[config.mk]
export PLATFORM = sky130hd
export DESIGN_NAME = sfph_top
export DESIGN_NICKNAME = d
export VERILOG_FILES = /design/src/include/sfph_pkg.sv /design/src/include/sfph_if.sv /design/src/rtl/sfph_otp_mem.sv /design/src/rtl/sfph_hold.sv /design/src/rtl/sfph_top.sv
export VERILOG_INCLUDE_DIRS = /design/src /design/src/include
export SDC_FILE = /design/constraint.sdc
export NUM_CORES = 1
export LEC_CHECK = 0
export BUFFER_PORTS_ARGS = -buffer_cell sky130_fd_sc_hd__clkbuf_2
export CAP_MARGIN = 20
export CORE_ASPECT_RATIO = 1.4
export CORE_MARGIN = 5
export CORE_UTILIZATION = 50
export DETAILED_ROUTE_END_ITERATION = 12
export PLACE_DENSITY = 0.72
export REMOVE_ABC_BUFFERS = 1
export SLEW_MARGIN = 10
export SYNTH_ARGS = -nofsm -noshare
export SYNTH_HDL_FRONTEND = slang
export SYNTH_SLANG_ARGS = --single-unit
[constraint.sdc]
create_clock -name sys_clk_i -period 3.7 [get_ports sys_clk_i]
set_input_delay 0.37 -clock sys_clk_i [delete_from_list [all_inputs] [get_ports sys_clk_i]]
set_output_delay 0.37 -clock sys_clk_i [all_outputs]
set_load 0.01 [all_outputs]
[src/include/sfph_consts.svh]
// Constants of the flash write-protection and pause block.
// Assumes inclusion by bare name from the include folder.
`ifndef SFPH_CONSTS_SVH
`define SFPH_CONSTS_SVH

// Command opcodes
`define SFPH_OP_WRITE_ENABLE_CMD_C 8'h06
`define SFPH_OP_WRITE_DISABLE_CMD_C 8'h04
`define SFPH_OP_STATUS_WRITE_CMD_C 8'h01
`define SFPH_OP_PP_C 8'h02
`define SFPH_OP_SE_C 8'h20
`define SFPH_OP_BE_A_C 8'h52
`define SFPH_OP_BE_B_C 8'hd8
`define SFPH_OP_CE_A_C 8'h60
`define SFPH_OP_CE_B_C 8'hc7
`define SFPH_OP_DP_C 8'hb9
`define SFPH_OP_WAKE_C 8'hab
`define SFPH_OP_OTP_ENTER_CMD_C 8'hb1
`define SFPH_OP_OTP_EXIT_CMD_C 8'hc1
`define SFPH_OP_LOCK_WRITE_CMD_C 8'h2f
`define SFPH_OP_RDSCUR_C 8'h2b

// Whole bytes each command must carry
`define SFPH_LEN_SHORT_C 3'h1
`define SFPH_LEN_STATUS_WRITE_CMD_C 3'h2
`define SFPH_LEN_ERASE_C 3'h4
`define SFPH_LEN_PP_MIN_C 3'h5

// Status byte of the status write: field positions
`define SFPH_SR_LOCK_BIT_C 7
`define SFPH_SR_BP_LSB_C 2

// Security register bit positions
`define SFPH_SEC_FACT_BIT_C 0
`define SFPH_SEC_CUST_BIT_C 1

// One-time area: 64 bytes, first 16 hold the serial number
`define SFPH_OTP_AW_C 6
`define SFPH_OTP_DEPTH_C 64
`define SFPH_OTP_ESN_END_C 6'h0f

// Array geometry: block index is address bits 22..16
`define SFPH_BLK_MSB_C 22
`define SFPH_BLK_LSB_C 16
`define SFPH_BLK_COUNT_C 8'h80

// Reset values
`define SFPH_BP_RST_C 4'h0
// Pin synchroniser idle levels {wp, hold, si, sclk, cs}: serial clock idles low
`define SFPH_SYNC_RST_C 5'h1d

`endif

[src/include/sfph_pkg.sv]
// Types of the flash write-protection and pause block.
// Assumes nothing of its surroundings.
package sfph_pkg;

  typedef enum logic [1:0] {ST_STANDBY, ST_SHIFT, ST_WAIT_DESEL} sfph_state_t;

  typedef enum logic [2:0] {OPK_NONE, OPK_STATUS_WRITE_CMD, OPK_PP, OPK_SE, OPK_BE, OPK_CE} sfph_opk_t;

endpackage

[src/include/sfph_if.sv]
// Carriers between the top module and its pause unit and one-time memory.
// Assumes both ends run on the same system clock.
`timescale 1ns/1ns

interface sfph_hold_if;
  logic cs_n;
  logic sclk_lo;
  logic hold_n;
  logic paused;
  modport ctl (output cs_n, output sclk_lo, output hold_n, input paused);
  modport unit (input cs_n, input sclk_lo, input hold_n, output paused);
endinterface

interface sfph_mem_if;
  logic we;
  logic [5:0] waddr;
  logic [7:0] wdata;
  logic [5:0] raddr;
  logic [7:0] rdata;
  modport ctl (output we, output waddr, output wdata, output raddr, input rdata);
  modport mem (input we, input waddr, input wdata, input raddr, output rdata);
endinterface

[src/rtl/sfph_otp_mem.sv]
// One-time area storage: 64 bytes, one write port, registered read port.
// Assumes the controller alone decides which bytes may still be written.
`timescale 1ns/1ns
`include "sfph_consts.svh"

module sfph_otp_mem
  import sfph_pkg::*;
(
  // Clock
  input wire logic sys_clk_i,
  // Ports
  sfph_mem_if.mem m
);

  logic [7:0] mem_ff [0:`SFPH_OTP_DEPTH_C-1];
  logic [7:0] rdata_ff;

  always_ff @(posedge sys_clk_i) begin
    if (m.we) begin
      mem_ff[m.waddr] <= m.wdata;
    end
    rdata_ff <= mem_ff[m.raddr];
  end

  assign m.rdata = rdata_ff;

endmodule // sfph_otp_mem

[src/rtl/sfph_hold.sv]
// Pause unit: enters the paused state on the serial clock low phase, leaves it on that phase or on deselect.
// Assumes synchronised pin levels from the top module.
`timescale 1ns/1ns

module sfph_hold
  import sfph_pkg::*;
(
  // Clock and reset
  input wire logic sys_clk_i,
  input wire logic rst_i,
  // Pin levels
  sfph_hold_if.unit h
);

  logic paused_ff;
  wire enter_ok = !h.cs_n && !h.hold_n && h.sclk_lo;
  wire leave_ok = h.hold_n && h.sclk_lo;
  wire nxt_paused = h.cs_n ? 1'b0 : (paused_ff ? !leave_ok : enter_ok);

  always_ff @(posedge sys_clk_i or posedge rst_i) begin
    if (rst_i) begin
      paused_ff <= 1'b0;
    end else begin
      paused_ff <= nxt_paused;
    end
  end

  assign h.paused = paused_ff;
endmodule // sfph_hold

[src/rtl/sfph_top.sv]
// Write-protection, one-time area and pause logic of a serial flash.
// Assumes an SPI mode 0 or 3 master on the pins and a core that runs operations.
`timescale 1ns/1ns
`include "sfph_consts.svh"

module sfph_top
  import sfph_pkg::*;
(
  // Clock and reset
  input wire logic sys_clk_i,
  input wire logic rst_i,
  // Serial pins
  input wire logic cs_n_i,
  input wire logic sclk_i,
  input wire logic si_i,
  input wire logic hold_n_i,
  input wire logic wp_n_i,
  output logic so_o,
  output logic so_oe_o,
  // Factory strap
  input wire logic factory_lock_i,
  // Core operation port
  input wire logic busy_i,
  output logic op_start_o,
  output sfph_opk_t op_kind_o,
  output logic [23:0] op_addr_o,
  output logic [7:0] op_data_o,
  output logic cmd_reject_o,
  // Status
  output logic write_latch_o,
  output logic [3:0] protect_level_o,
  output logic status_write_lock_o,
  output logic deep_pd_o,
  output logic otp_mode_o,
  output logic [7:0] sec_reg_o,
  output logic paused_o,
  // One-time area read port
  input wire logic [5:0] otp_rd_addr_i,
  output logic [7:0] otp_rd_data_o
);

  // Pin synchronisers
  localparam int NSYNC = 5;
  localparam logic [NSYNC-1:0] SYNC_RST = `SFPH_SYNC_RST_C;
  wire [NSYNC-1:0] pins_raw = {wp_n_i, hold_n_i, si_i, sclk_i, cs_n_i};
  logic [NSYNC-1:0] sync1_ff;
  logic [NSYNC-1:0] sync2_ff;
  genvar gi;
  generate
    for (gi = 0; gi < NSYNC; gi++) begin : g_sync
      always_ff @(posedge sys_clk_i or posedge rst_i) begin
        if (rst_i) begin
          sync1_ff[gi] <= SYNC_RST[gi];
          sync2_ff[gi] <= SYNC_RST[gi];
        end else begin
          sync1_ff[gi] <= pins_raw[gi];
          sync2_ff[gi] <= sync1_ff[gi];
        end
      end
    end
  endgenerate
  wire cs_n_s = sync2_ff[0];
  wire sclk_s = sync2_ff[1];
  wire si_s = sync2_ff[2];
  wire hold_n_s = sync2_ff[3];
  wire wp_n_s = sync2_ff[4];

  logic cs_q_ff;
  logic sclk_q_ff;
  wire cs_rise = cs_n_s && !cs_q_ff;
  wire sclk_rise = sclk_s && !sclk_q_ff;
  wire sclk_fall = !sclk_s && sclk_q_ff;

  // Pause unit
  sfph_hold_if hif ();
  assign hif.cs_n = cs_n_s;
  assign hif.sclk_lo = !sclk_s;
  assign hif.hold_n = hold_n_s;
  wire paused = hif.paused;
  sfph_hold u_hold (
    .sys_clk_i(sys_clk_i),
    .rst_i(rst_i),
    .h(hif.unit)
  );

  // One-time memory
  sfph_mem_if mif ();
  sfph_otp_mem u_otp (
    .sys_clk_i(sys_clk_i),
    .m(mif.mem)
  );

  // Shifter state
  sfph_state_t state_ff;
  logic [7:0] shreg_ff;
  logic [2:0] bit_idx_ff;
  logic [2:0] byte_cnt_ff;
  logic [7:0] cmd_ff;
  logic [23:0] addr_ff;
  logic [7:0] data_ff;
  logic [7:0] so_sh_ff;
  logic rd_sec_ff;

  // Protection state
  logic write_latch_ff;
  logic [3:0] bp_ff;
  logic sr_lock_ff;
  logic dpd_ff;
  logic otp_mode_ff;
  logic fact_lock_ff;
  logic cust_lock_ff;
  logic strap_done_ff;

  // Output flops
  logic op_start_ff;
  sfph_opk_t op_kind_ff;
  logic reject_ff;
  logic so_ff;
  logic so_oe_ff;

  wire [7:0] nxt_byte = {shreg_ff[6:0], si_s};
  wire shift_en = (state_ff == ST_SHIFT) && !paused && sclk_rise;
  wire byte_done = shift_en && (bit_idx_ff == 3'h7);

  // Block protection decode
  wire [6:0] blk = addr_ff[`SFPH_BLK_MSB_C:`SFPH_BLK_LSB_C];
  wire [7:0] top_span = 8'h02 << (bp_ff[2:0] - 3'h1);
  wire [7:0] bot_span = 8'h02 << (3'h6 - bp_ff[2:0]);
  wire lvl_all = (bp_ff == 4'h7) || (bp_ff == 4'h8) || (bp_ff == 4'hf);
  wire top_hit = !bp_ff[3] && (bp_ff != 4'h0) && ({1'b0, blk} >= (`SFPH_BLK_COUNT_C - top_span));
  wire bot_hit = bp_ff[3] && ({1'b0, blk} < (`SFPH_BLK_COUNT_C - bot_span));
  wire tgt_prot = lvl_all || top_hit || bot_hit;

  // Command decode
  wire c_write_enable_cmd = cmd_ff == `SFPH_OP_WRITE_ENABLE_CMD_C;
  wire c_write_disable_cmd = cmd_ff == `SFPH_OP_WRITE_DISABLE_CMD_C;
  wire c_status_write_cmd = cmd_ff == `SFPH_OP_STATUS_WRITE_CMD_C;
  wire c_pp = cmd_ff == `SFPH_OP_PP_C;
  wire c_se = cmd_ff == `SFPH_OP_SE_C;
  wire c_be = (cmd_ff == `SFPH_OP_BE_A_C) || (cmd_ff == `SFPH_OP_BE_B_C);
  wire c_ce = (cmd_ff == `SFPH_OP_CE_A_C) || (cmd_ff == `SFPH_OP_CE_B_C);
  wire c_dp = cmd_ff == `SFPH_OP_DP_C;
  wire c_wake = cmd_ff == `SFPH_OP_WAKE_C;
  wire c_otp_enter_cmd = cmd_ff == `SFPH_OP_OTP_ENTER_CMD_C;
  wire c_otp_exit_cmd = cmd_ff == `SFPH_OP_OTP_EXIT_CMD_C;
  wire c_lock_write_cmd = cmd_ff == `SFPH_OP_LOCK_WRITE_CMD_C;
  wire c_short = c_write_enable_cmd || c_write_disable_cmd || c_ce || c_dp || c_otp_enter_cmd || c_otp_exit_cmd || c_lock_write_cmd;
  wire c_known = c_short || c_status_write_cmd || c_pp || c_se || c_be || c_wake;

  wire on_byte = (bit_idx_ff == 3'h0) && (byte_cnt_ff != 3'h0);
  wire len_ok = on_byte && ((c_short && byte_cnt_ff == `SFPH_LEN_SHORT_C)
    || (c_status_write_cmd && byte_cnt_ff == `SFPH_LEN_STATUS_WRITE_CMD_C)
    || ((c_se || c_be) && byte_cnt_ff == `SFPH_LEN_ERASE_C)
    || (c_pp && byte_cnt_ff >= `SFPH_LEN_PP_MIN_C) || c_wake);

  // Frame ends: deselect during pause only resets the interface
  wire frame_end = cs_rise && (state_ff == ST_SHIFT) && !paused;
  wire exec = frame_end && c_known && len_ok && (!dpd_ff || c_wake);
  wire hard_prot = sr_lock_ff && !wp_n_s;
  wire modify = c_status_write_cmd || c_pp || c_se || c_be || c_ce;
  wire otp_byte_locked = (addr_ff[5:0] <= `SFPH_OTP_ESN_END_C) ? fact_lock_ff : cust_lock_ff;
  wire mod_ok = write_latch_ff && !busy_i;
  wire do_status_write_cmd = exec && c_status_write_cmd && mod_ok && !hard_prot;
  wire do_arr = exec && (c_pp || c_se || c_be) && !otp_mode_ff && mod_ok && !tgt_prot;
  wire do_ce = exec && c_ce && !otp_mode_ff && mod_ok && (bp_ff == 4'h0);
  wire do_otp_pp = exec && c_pp && otp_mode_ff && mod_ok && !otp_byte_locked;
  wire do_lock = exec && c_lock_write_cmd && write_latch_ff;
  wire refused = frame_end && !(do_status_write_cmd || do_arr || do_ce || do_otp_pp || (exec && !modify));
  wire latch_clr = do_status_write_cmd || do_arr || do_ce || do_otp_pp || (exec && c_write_disable_cmd);

  wire sec_rd_start = byte_done && (byte_cnt_ff == 3'h0) && (nxt_byte == `SFPH_OP_RDSCUR_C) && !dpd_ff;
  wire [7:0] sec_val = {6'h00, cust_lock_ff, fact_lock_ff};
  wire [7:0] sr_byte = addr_ff[23:16];

  assign mif.we = do_otp_pp;
  assign mif.waddr = addr_ff[`SFPH_OTP_AW_C-1:0];
  assign mif.wdata = data_ff;
  assign mif.raddr = otp_rd_addr_i;

  // Serial front end
  always_ff @(posedge sys_clk_i or posedge rst_i) begin
    if (rst_i) begin
      state_ff <= ST_STANDBY;
      cs_q_ff <= 1'b1;
      sclk_q_ff <= 1'b0;
      shreg_ff <= 8'h00;
      bit_idx_ff <= 3'h0;
      byte_cnt_ff <= 3'h0;
    end else begin
      cs_q_ff <= cs_n_s;
      sclk_q_ff <= sclk_s;
      if (cs_n_s) begin
        state_ff <= ST_STANDBY;
        bit_idx_ff <= 3'h0;
        byte_cnt_ff <= 3'h0;
      end else if (state_ff == ST_STANDBY && cs_q_ff) begin
        state_ff <= ST_SHIFT;
      end else if (shift_en) begin
        shreg_ff <= nxt_byte;
        bit_idx_ff <= bit_idx_ff + 3'h1;
        if (byte_done && byte_cnt_ff != 3'h7) begin
          byte_cnt_ff <= byte_cnt_ff + 3'h1;
        end
      end
    end
  end

  // Command, address and first data byte capture
  always_ff @(posedge sys_clk_i or posedge rst_i) begin
    if (rst_i) begin
      cmd_ff <= 8'h00;
      addr_ff <= 24'h000000;
      data_ff <= 8'h00;
    end else if (byte_done) begin
      case (byte_cnt_ff)
        3'h0: cmd_ff <= nxt_byte;
        3'h1: addr_ff[23:16] <= nxt_byte;
        3'h2: addr_ff[15:8] <= nxt_byte;
        3'h3: addr_ff[7:0] <= nxt_byte;
        3'h4: data_ff <= nxt_byte;
        default: data_ff <= data_ff;
      endcase
    end
  end

  // Security register read-out, shifted on falling clock
  always_ff @(posedge sys_clk_i or posedge rst_i) begin
    if (rst_i) begin
      rd_sec_ff <= 1'b0;
      so_sh_ff <= 8'h00;
      so_ff <= 1'b0;
      so_oe_ff <= 1'b0;
    end else begin
      so_oe_ff <= rd_sec_ff && !cs_n_s && !paused;
      if (cs_n_s) begin
        rd_sec_ff <= 1'b0;
      end else if (sec_rd_start) begin
        rd_sec_ff <= 1'b1;
        so_sh_ff <= sec_val;
      end else if (rd_sec_ff && sclk_fall && !paused) begin
        so_ff <= so_sh_ff[7];
        so_sh_ff <= {so_sh_ff[6:0], so_sh_ff[7]};
      end
    end
  end

  // Latch, protection field and modes
  always_ff @(posedge sys_clk_i or posedge rst_i) begin
    if (rst_i) begin
      write_latch_ff <= 1'b0;
      bp_ff <= `SFPH_BP_RST_C;
      sr_lock_ff <= 1'b0;
      dpd_ff <= 1'b0;
      otp_mode_ff <= 1'b0;
    end else if (exec) begin
      if (c_write_enable_cmd) begin
        write_latch_ff <= 1'b1;
      end else if (latch_clr) begin
        write_latch_ff <= 1'b0;
      end
      if (do_status_write_cmd) begin
        bp_ff <= sr_byte[`SFPH_SR_BP_LSB_C+3:`SFPH_SR_BP_LSB_C];
        sr_lock_ff <= sr_byte[`SFPH_SR_LOCK_BIT_C];
      end
      if (c_dp) begin
        dpd_ff <= 1'b1;
      end else if (c_wake) begin
        dpd_ff <= 1'b0;
      end
      if (c_otp_enter_cmd) begin
        otp_mode_ff <= 1'b1;
      end else if (c_otp_exit_cmd) begin
        otp_mode_ff <= 1'b0;
      end
    end
  end

  // The status byte of a status write is the second frame byte
  // One-time locks: factory strap caught once after reset, both sticky
  always_ff @(posedge sys_clk_i or posedge rst_i) begin
    if (rst_i) begin
      strap_done_ff <= 1'b0;
      fact_lock_ff <= 1'b0;
      cust_lock_ff <= 1'b0;
    end else begin
      strap_done_ff <= 1'b1;
      if (!strap_done_ff) begin
        fact_lock_ff <= factory_lock_i;
      end
      if (do_lock) begin
        cust_lock_ff <= 1'b1;
      end
    end
  end

  // Core operation launch
  always_ff @(posedge sys_clk_i or posedge rst_i) begin
    if (rst_i) begin
      op_start_ff <= 1'b0;
      op_kind_ff <= OPK_NONE;
      reject_ff <= 1'b0;
    end else begin
      op_start_ff <= do_status_write_cmd || do_arr || do_ce;
      reject_ff <= refused;
      if (do_status_write_cmd) begin
        op_kind_ff <= OPK_STATUS_WRITE_CMD;
      end else if (do_arr) begin
        op_kind_ff <= c_pp ? OPK_PP : (c_se ? OPK_SE : OPK_BE);
      end else if (do_ce) begin
        op_kind_ff <= OPK_CE;
      end
    end
  end

  assign so_o = so_ff;
  assign so_oe_o = so_oe_ff;
  assign op_start_o = op_start_ff;
  assign op_kind_o = op_kind_ff;
  assign op_addr_o = addr_ff;
  assign op_data_o = data_ff;
  assign cmd_reject_o = reject_ff;
  assign write_latch_o = write_latch_ff;
  assign protect_level_o = bp_ff;
  assign status_write_lock_o = sr_lock_ff;
  assign deep_pd_o = dpd_ff;
  assign otp_mode_o = otp_mode_ff;
  assign sec_reg_o = {6'h00, cust_lock_ff, fact_lock_ff};
  assign paused_o = paused;
  assign otp_rd_data_o = mif.rdata;
endmodule // sfph_top

==> impl_metrics.yaml, run 1 <==
status:
  run_status: "complete, but fails checks"
  failed_checks: "negative hold slack"
drt:
  dr_vias_cell: 5.935
  final_wl_mm: 53.90
  total_vias_in_the_final_route: 12320
  drt.antenna.violating_nets: 0
  drt_first_pass_iters: 6
  drt_iter0_drc: 933
  drc: 0
  wl_per_cell_microns: 25.98
layout:
  post_route_cells_drive_above_1_share: 0.3646
  multiInputGateArea_sq_um: 6306
  areaGrowthSynthToFinish_pct: 14.95
  finish.net_count: 1428
  sequential_cell_area_sq_um: 17910
  finalNonFillerCells: 2075
  fin_util: 0.5780
  fillers: 3618
synth:
  avgSynthCellArea_sq_um: 20.35
  synth_cells: 1205
  synth.most_common_cell: "sky130_fd_sc_hd__edfxtp_1"
  synth_top_cells_by_count: "sky130_fd_sc_hd__edfxtp_1, sky130_fd_sc_hd__mux4_2, sky130_fd_sc_hd__nor2_1, sky130_fd_sc_hd__dfrtp_1, sky130_fd_sc_hd__mux2_2"
  leading_area_contributor_after_synthesis: "sky130_fd_sc_hd__edfxtp_1"
  postSynth.topFlopCell: "sky130_fd_sc_hd__edfxtp_1"
  yosys.area.top_type_share: 0.6270
  synth-async-reset-ratio: 0.1531
  edff_count_synth: 512
  synth.ff_latch_count: 614
  fraction_of_the_yosys_area_taken_by_sequential_cells: 0.7299
  yosys.cell_types.count: 67
  ys_warns: 0
  synthesis.area_sq_um: 24520
  synth.top_cells.by_area: "sky130_fd_sc_hd__edfxtp_1, sky130_fd_sc_hd__mux4_2, sky130_fd_sc_hd__dfrtp_1"
clock_tree:
  clkSinkCount: 614
  worst_skew_pair_latency_ps: 600
  cts_root_cell: "sky130_fd_sc_hd__clkbuf_16"
  htree_num_levels: 2
  numCtsBuffers: 56
  cts.clk_slew.worst_paths_ps: 60
  tritoncts: "built"
  cts.path.max_buffers: 3
power:
  swShare: 0.1990
  clock_power_share: 0.415
  p_sw_uw: 2623
  ir_worst_vdd_mv: 0.3463
  power.share.combinational: 0.019
  leakage_uw: 0.01079
  pwr_density_cell_nw_per_um2: 467.7
  p_int_uw: 10560
  power.total_uw: 13180
  share_seq_of_total_power: 0.565
hold_path:
  hold_path.class: "input port to asynchronous set/reset pin"
worst_setup_path:
  rr_startpoint: "protect_level_o[0]"
  timing.critical_path.max_delay_family: "simple AND/OR/NAND/NOR gates"
  crit_start: "protect_level_o[0]"
  critical_path.slowest_cell: "sky130_fd_sc_hd__or4_4"
  critical_path_peak_fanout: 3
  worstPathRequired_ps: 4180
  worstPathArrival_ps: 3980
  critical_path.startpoint_type: "flip-flop"
  cell_type_with_the_highest_occurrence_count_on_the_critical_path: "sky130_fd_sc_hd__ha_1"
  critical_path.max_stage_delay_ps: 570
  timing.critical_path.to_type: "flip-flop"
  crit_buf_inv: 1
  crit_chain: "nor2_2, ha_1, or3b_2, ha_2, inv_1, ha_1, nor2b_1, a311oi_1, o21ai_0, nand4_1, nand3_2, or4_4, o211a_1"
  criticalPathCategory: "flip-flop to flip-flop"
sta:
  fin_skew_ps: 20.80
  slew-limit-headroom: 0.2810
  max_freq_ghz: 0.2862
  final.min_clock_period_ps: 3494
  worst_hold_slack_ps: -36.54
  worst_slew_pin_slew_ps: 1079
  fin_tns_setup_ps: 0
  setup_viol: 0
  hold_viol: 15
  final_min_period_over_clock_period: 0.9443
  slew_viol_final: 0
  grt_setup_unrepaired: "no"
die:
  std_cell_rows: 96
  die_h_microns: 272.0
  initial_core_util: 0.5028
  core_region_area_sq_um: 48770
  fp.dieW_microns: 197.2
  die_footprint_sq_um: 53640
  io_pins: 79
placed_design:
  final_weighted_congestion_in_routability_driven_placement: 0.8503
  dp_hpwl_mm: 34.68
  numPortBuffers: 72
  placed_cells_incl_taps: 1962
run:
  cap_viol_max_count: 0
grt:
  grt_pass1_wl_mm: 82.19
  grt_overflow: 0
  global_route.usage.total: 0.2047
  first_global_vias: 13040
  maximum_number_of_pins_on_one_net_before_global_route_repair: 78
  grt_antenna_before_repair: 4
## final timing paths
check / to / slack, ps / cells after the start
worst max register to register: op_kind_o[2] / 210 / 13
max in group asynchronous: sync1_ff[2] / 2850 / 3
worst min register to register: si_s / 350 / 0
worst max-delay path: op_kind_o[2] / 210 / 13
worst min-delay path: so_oe_o / -40 / 2
min in group sys_clk_i: u_otp.m.rdata[3] / 230 / 2
## layer usage
| layer | up-vias | global-route usage | wire length, microns |
|---|---|---|---|
| met5 | - | 0 | 34 |
| met4 | 4 | 0.08050 | 2215 |
| met3 | 113 | 0.04120 | 3843 |
| met2 | 489 | 0.3466 | 27950 |
| met1 | 6436 | 0.2619 | 19860 |
| li1 | 5274 | - | - |
## flip-flops by register name, indices dropped and copies added (netlist names), 3 cells and up
| signal | flops |
|---|---|
| protect_level_o | 4 |
| bit_idx_ff | 3 |
| shreg_ff | 7 |
| u_otp.mem_ff | 512 |
| cmd_ff | 8 |
| op_addr_o | 24 |
| sync1_ff | 5 |
| u_otp.m.rdata | 8 |
| op_data_o | 8 |
| op_kind_o | 3 |
| byte_cnt_ff | 3 |
| so_sh_ff | 8 |
## final cells by class
type | count | area share
antenna | 1 | 0.00008877
clock buffer | 82 | 0.05424
clock inverter | 23 | 0.007324
inverter | 19 | 0.002619
multi-input combinational | 510 | 0.2237
sequential | 614 | 0.6353
tap | 637 | 0.02827
timing repair buffer | 189 | 0.04843
## power by group through the flow
stage	registers (uW)	logic, uW	clock network (uW)
finish	7450	255	5480
global route	7450	279	5920
CTS	7450	264	5600
detailed placement	7600	258	0
global placement	7600	255	0
floorplan	7580	111	0
## per-stage QoR
step | area, sq um | setup WS, ps
2_1_floorplan | 24240 | -13.61
3_3_place_gp | 26340 | 150.5
3_5_place_dp | 26340 | 53.69
4_1_cts | 28130 | 52.66
5_1_grt | 28190 | 28.31
6_report | 28190 | 206.3
## worst register-to-register path: stages (launching register included)
cell	delay (ps)
sky130_fd_sc_hd__dfrtp_1	380
sky130_fd_sc_hd__nor2_2	140
sky130_fd_sc_hd__ha_1	250
sky130_fd_sc_hd__or3b_2	470
sky130_fd_sc_hd__ha_2	320
sky130_fd_sc_hd__inv_1	40
sky130_fd_sc_hd__ha_1	270
sky130_fd_sc_hd__nor2b_1	140
sky130_fd_sc_hd__a311oi_1	280
sky130_fd_sc_hd__o21ai_0	160
sky130_fd_sc_hd__nand4_1	110
sky130_fd_sc_hd__nand3_2	130
sky130_fd_sc_hd__or4_4	570
sky130_fd_sc_hd__o211a_1	140
## timing repair
action | in CTS | in global routing
endpoints found under the hold margin | 6 | 0
setup buffers | 0 | 0
hold buffers | 6 | 0
endpoints found under the setup margin | 0 | 6
gates resized for setup | 0 | 8
## cell families after synthesis
logic type                 share of synthesized area
adders and majority gates                    0.01174
and+or+nand+nor                              0.04194
DFF                                           0.7299
buffers and inverters                        0.01510
muxes                                         0.1827
other                                      0.0003063
xor gates and xnor gates                    0.002143
AOI/OAI and AO/OA                            0.01617
## layout by cell type, fill, tap and decap left out, types with 7 or more instances in the layout
master,Yosys,final
sky130_fd_sc_hd__dfstp_2,9,9
sky130_fd_sc_hd__conb_1,2,7
sky130_fd_sc_hd__o21ai_0,13,13
sky130_fd_sc_hd__nand2_1,19,19
sky130_fd_sc_hd__a21oi_1,10,10
sky130_fd_sc_hd__buf_4,8,104
sky130_fd_sc_hd__mux4_2,168,168
sky130_fd_sc_hd__nand3b_1,8,8
sky130_fd_sc_hd__clkbuf_2,0,70
sky130_fd_sc_hd__buf_12,0,8
sky130_fd_sc_hd__nand3_1,10,9
sky130_fd_sc_hd__mux2_2,57,57
sky130_fd_sc_hd__clkbuf_1,38,23
sky130_fd_sc_hd__dfrtp_1,85,77
sky130_fd_sc_hd__dfxtp_1,8,8
sky130_fd_sc_hd__nor2_1,88,87
sky130_fd_sc_hd__inv_1,19,18
sky130_fd_sc_hd__edfxtp_1,512,512
sky130_fd_sc_hd__clkbuf_16,0,56
sky130_fd_sc_hd__dfrtp_2,0,8
sky130_fd_sc_hd__ha_1,23,22
(Power assumes the default switching activity.)
==> inputs of run 2 (changes only) <==
Settings changed: GPL_TIMING_DRIVEN from default to 0, SKIP_LAST_GASP from default to 1.
==> run 2 against run 1 <==
The flow now finishes without violations; clock power increased by 5.3%; combinational power shrank 5%; total power grew 2.1%; clock skew up 15 ps.
==> impl_metrics.yaml, run 2 (synthesis results as in run 1) <==
die:
  initial_core_util: 0.5028
  io_pins: 79
  die_h_microns: 272.0
  core_region_area_sq_um: 48770
  die_footprint_sq_um: 53640
  std_cell_rows: 96
  fp.dieW_microns: 197.2
power:
  p_int_uw: 10800
  clock_power_share: 0.428
  power.total_uw: 13470
  pwr_density_cell_nw_per_um2: 476.7
  ir_worst_vdd_mv: 0.3912
  share_seq_of_total_power: 0.554
  leakage_uw: 0.01046
  p_sw_uw: 2664
  swShare: 0.1978
  power.share.combinational: 0.018
worst_setup_path:
  crit_chain: "or4b_1, o22ai_1, a2111oi_1, o2111ai_2, nor4b_4, buf_4, nand3_2, nor2_2"
  worstPathRequired_ps: 3940
  crit_start: "cmd_ff[2]"
  crit_buf_inv: 1
  critical_path.max_stage_delay_ps: 620
  timing.critical_path.to_type: "flip-flop"
  worstRegToRegCells: 8
  critical_path.startpoint_type: "flip-flop"
  timing.critical_path.max_delay_family: "simple AND/OR/NAND/NOR gates"
  criticalPathCategory: "flip-flop to flip-flop"
  worstReg2RegEnd: "u_otp.mem_ff[9][1]"
  worst_setup_path_endpoint: "u_otp.mem_ff[9][1]"
  setup_slack_of_the_most_critical_reg_to_reg_path_ps: 10
  critical_path_peak_fanout: 12
  timing.critical_path.depth: 8
  worstPathArrival_ps: 3930
  rr_startpoint: "cmd_ff[2]"
  critical_path.slowest_cell: "sky130_fd_sc_hd__nor2_2"
hold_path:
  worstHoldPathCells: 2
  hold_path.class: "input port to flip-flop"
drt:
  drt_iter0_drc: 861
  drt.antenna.violating_nets: 0
  dr_vias_cell: 6.003
  wl_per_cell_microns: 26.41
  final_wl_mm: 52.69
  total_vias_in_the_final_route: 11980
  drt_first_pass_iters: 5
  drc: 0
sta:
  final_min_period_over_clock_period: 0.9971
  grt_setup_unrepaired: "yes"
  fin_skew_ps: 35.63
  slew-limit-headroom: 0.2914
  final_critical_path_setup_slack_ps: 10.58
  slew_viol_final: 0
  final.min_clock_period_ps: 3689
  worst_hold_slack_ps: 232.3
  max_freq_ghz: 0.2710
  worst_slew_pin_slew_ps: 1063
  hold_viol: 0
  setup_viol: 0
grt:
  global_route.usage.total: 0.1980
  grt_pass1_wl_mm: 79.54
  grt_overflow: 0
  first_global_vias: 12540
  grt_antenna_before_repair: 0
  maximum_number_of_pins_on_one_net_before_global_route_repair: 68
layout:
  mostFrequentLayoutCell: "sky130_fd_sc_hd__edfxtp_1"
  max_ffs_per_register: 512
  finish.net_count: 1350
  diodes: 0
  design_area_sq_um: 28250
  largest-register: "u_otp.mem_ff"
  fin_util: 0.5793
  post_route_cells_drive_above_1_share: 0.3837
  areaGrowthSynthToFinish_pct: 15.21
  final_cell_mix: "sky130_fd_sc_hd__edfxtp_1, sky130_fd_sc_hd__mux4_2, sky130_fd_sc_hd__dfrtp_1"
clock_tree:
  cts.clk_slew.worst_paths_ps: 70
  cts.path.max_buffers: 3
  htree_num_levels: 2
  tritoncts: "built"
  cts_root_cell: "sky130_fd_sc_hd__clkbuf_16"
  clkSinkCount: 614
  numCtsBuffers: 55
  worst_skew_pair_latency_ps: 600
placed_design:
  final_weighted_congestion_in_routability_driven_placement: 0.8323
  placement.setup.worst_slack_ps: -897.4
  dp_hpwl_mm: 32.63
  numPortBuffers: 72
  placed_cell_area_sq_um: 25720
run:
  cap_viol_max_count: 0
status:
  run_status: "completed"
==> run 2: how the worst min path moves through the flow <==
stage                                start          endpoint  slack [ps]
after floorplan                sync1_ff[1]            sclk_s         330
after global placement         sync1_ff[1]            sclk_s         340
after detailed placement       sync1_ff[1]            sclk_s         340
after CTS                 otp_rd_addr_i[5]  u_otp.m.rdata[0]         210
after global routing      otp_rd_addr_i[5]  u_otp.m.rdata[4]         230
final                     otp_rd_addr_i[5]  u_otp.m.rdata[4]         230
==> run 2: per-stage QoR <==
stage | setup TNS (ps) | std cells
2_1_floorplan | -13.61 | 1143
3_3_place_gp | -305760 | 1852
3_5_place_dp | -299710 | 1864
4_1_cts | -27220 | 1984
5_1_grt | -2260 | 1995
6_report | 0 | 1995
==> run 2: routing by layer <==
layer  track usage  share of wire  up-vias  wire [microns]
met1        0.2562           0.37     6363           19630
met3       0.03489          0.061       99            3201
met5             0              0        -               0
met4       0.06937          0.035        0            1831
li1              -              -     5115               -
met2        0.3403           0.53      399           28020
==> run 2: power by group through the flow <==
stage / logic [uW] / clock network, uW / registers (uW)
2_1_floorplan: 111 / 0 / 7580
3_3_place_gp: 245 / 0 / 7600
3_5_place_dp: 245 / 0 / 7600
4_1_cts: 251 / 5880 / 7460
5_1_grt: 266 / 6190 / 7450
6_report: 243 / 5770 / 7450
==> run 2: area by class of cell <==
type,instances,area [sq um]
clock buffer,77,1540
clock inverter,26,301.5
fill,3568,20510
inverter,19,73.82
multi-input combinational,510,6741
sequential,614,17910
tap,637,797.0
timing repair buffer,112,885.9
==> run 2: what timing repair did <==
item	in CTS	in global routing
endpoints found under the setup margin	518	453
endpoints found under the hold margin	47	0
resized for setup	52	76
pin swaps	3	2
cloned	0	0
hold buffers	7	0
setup buffers	10	11
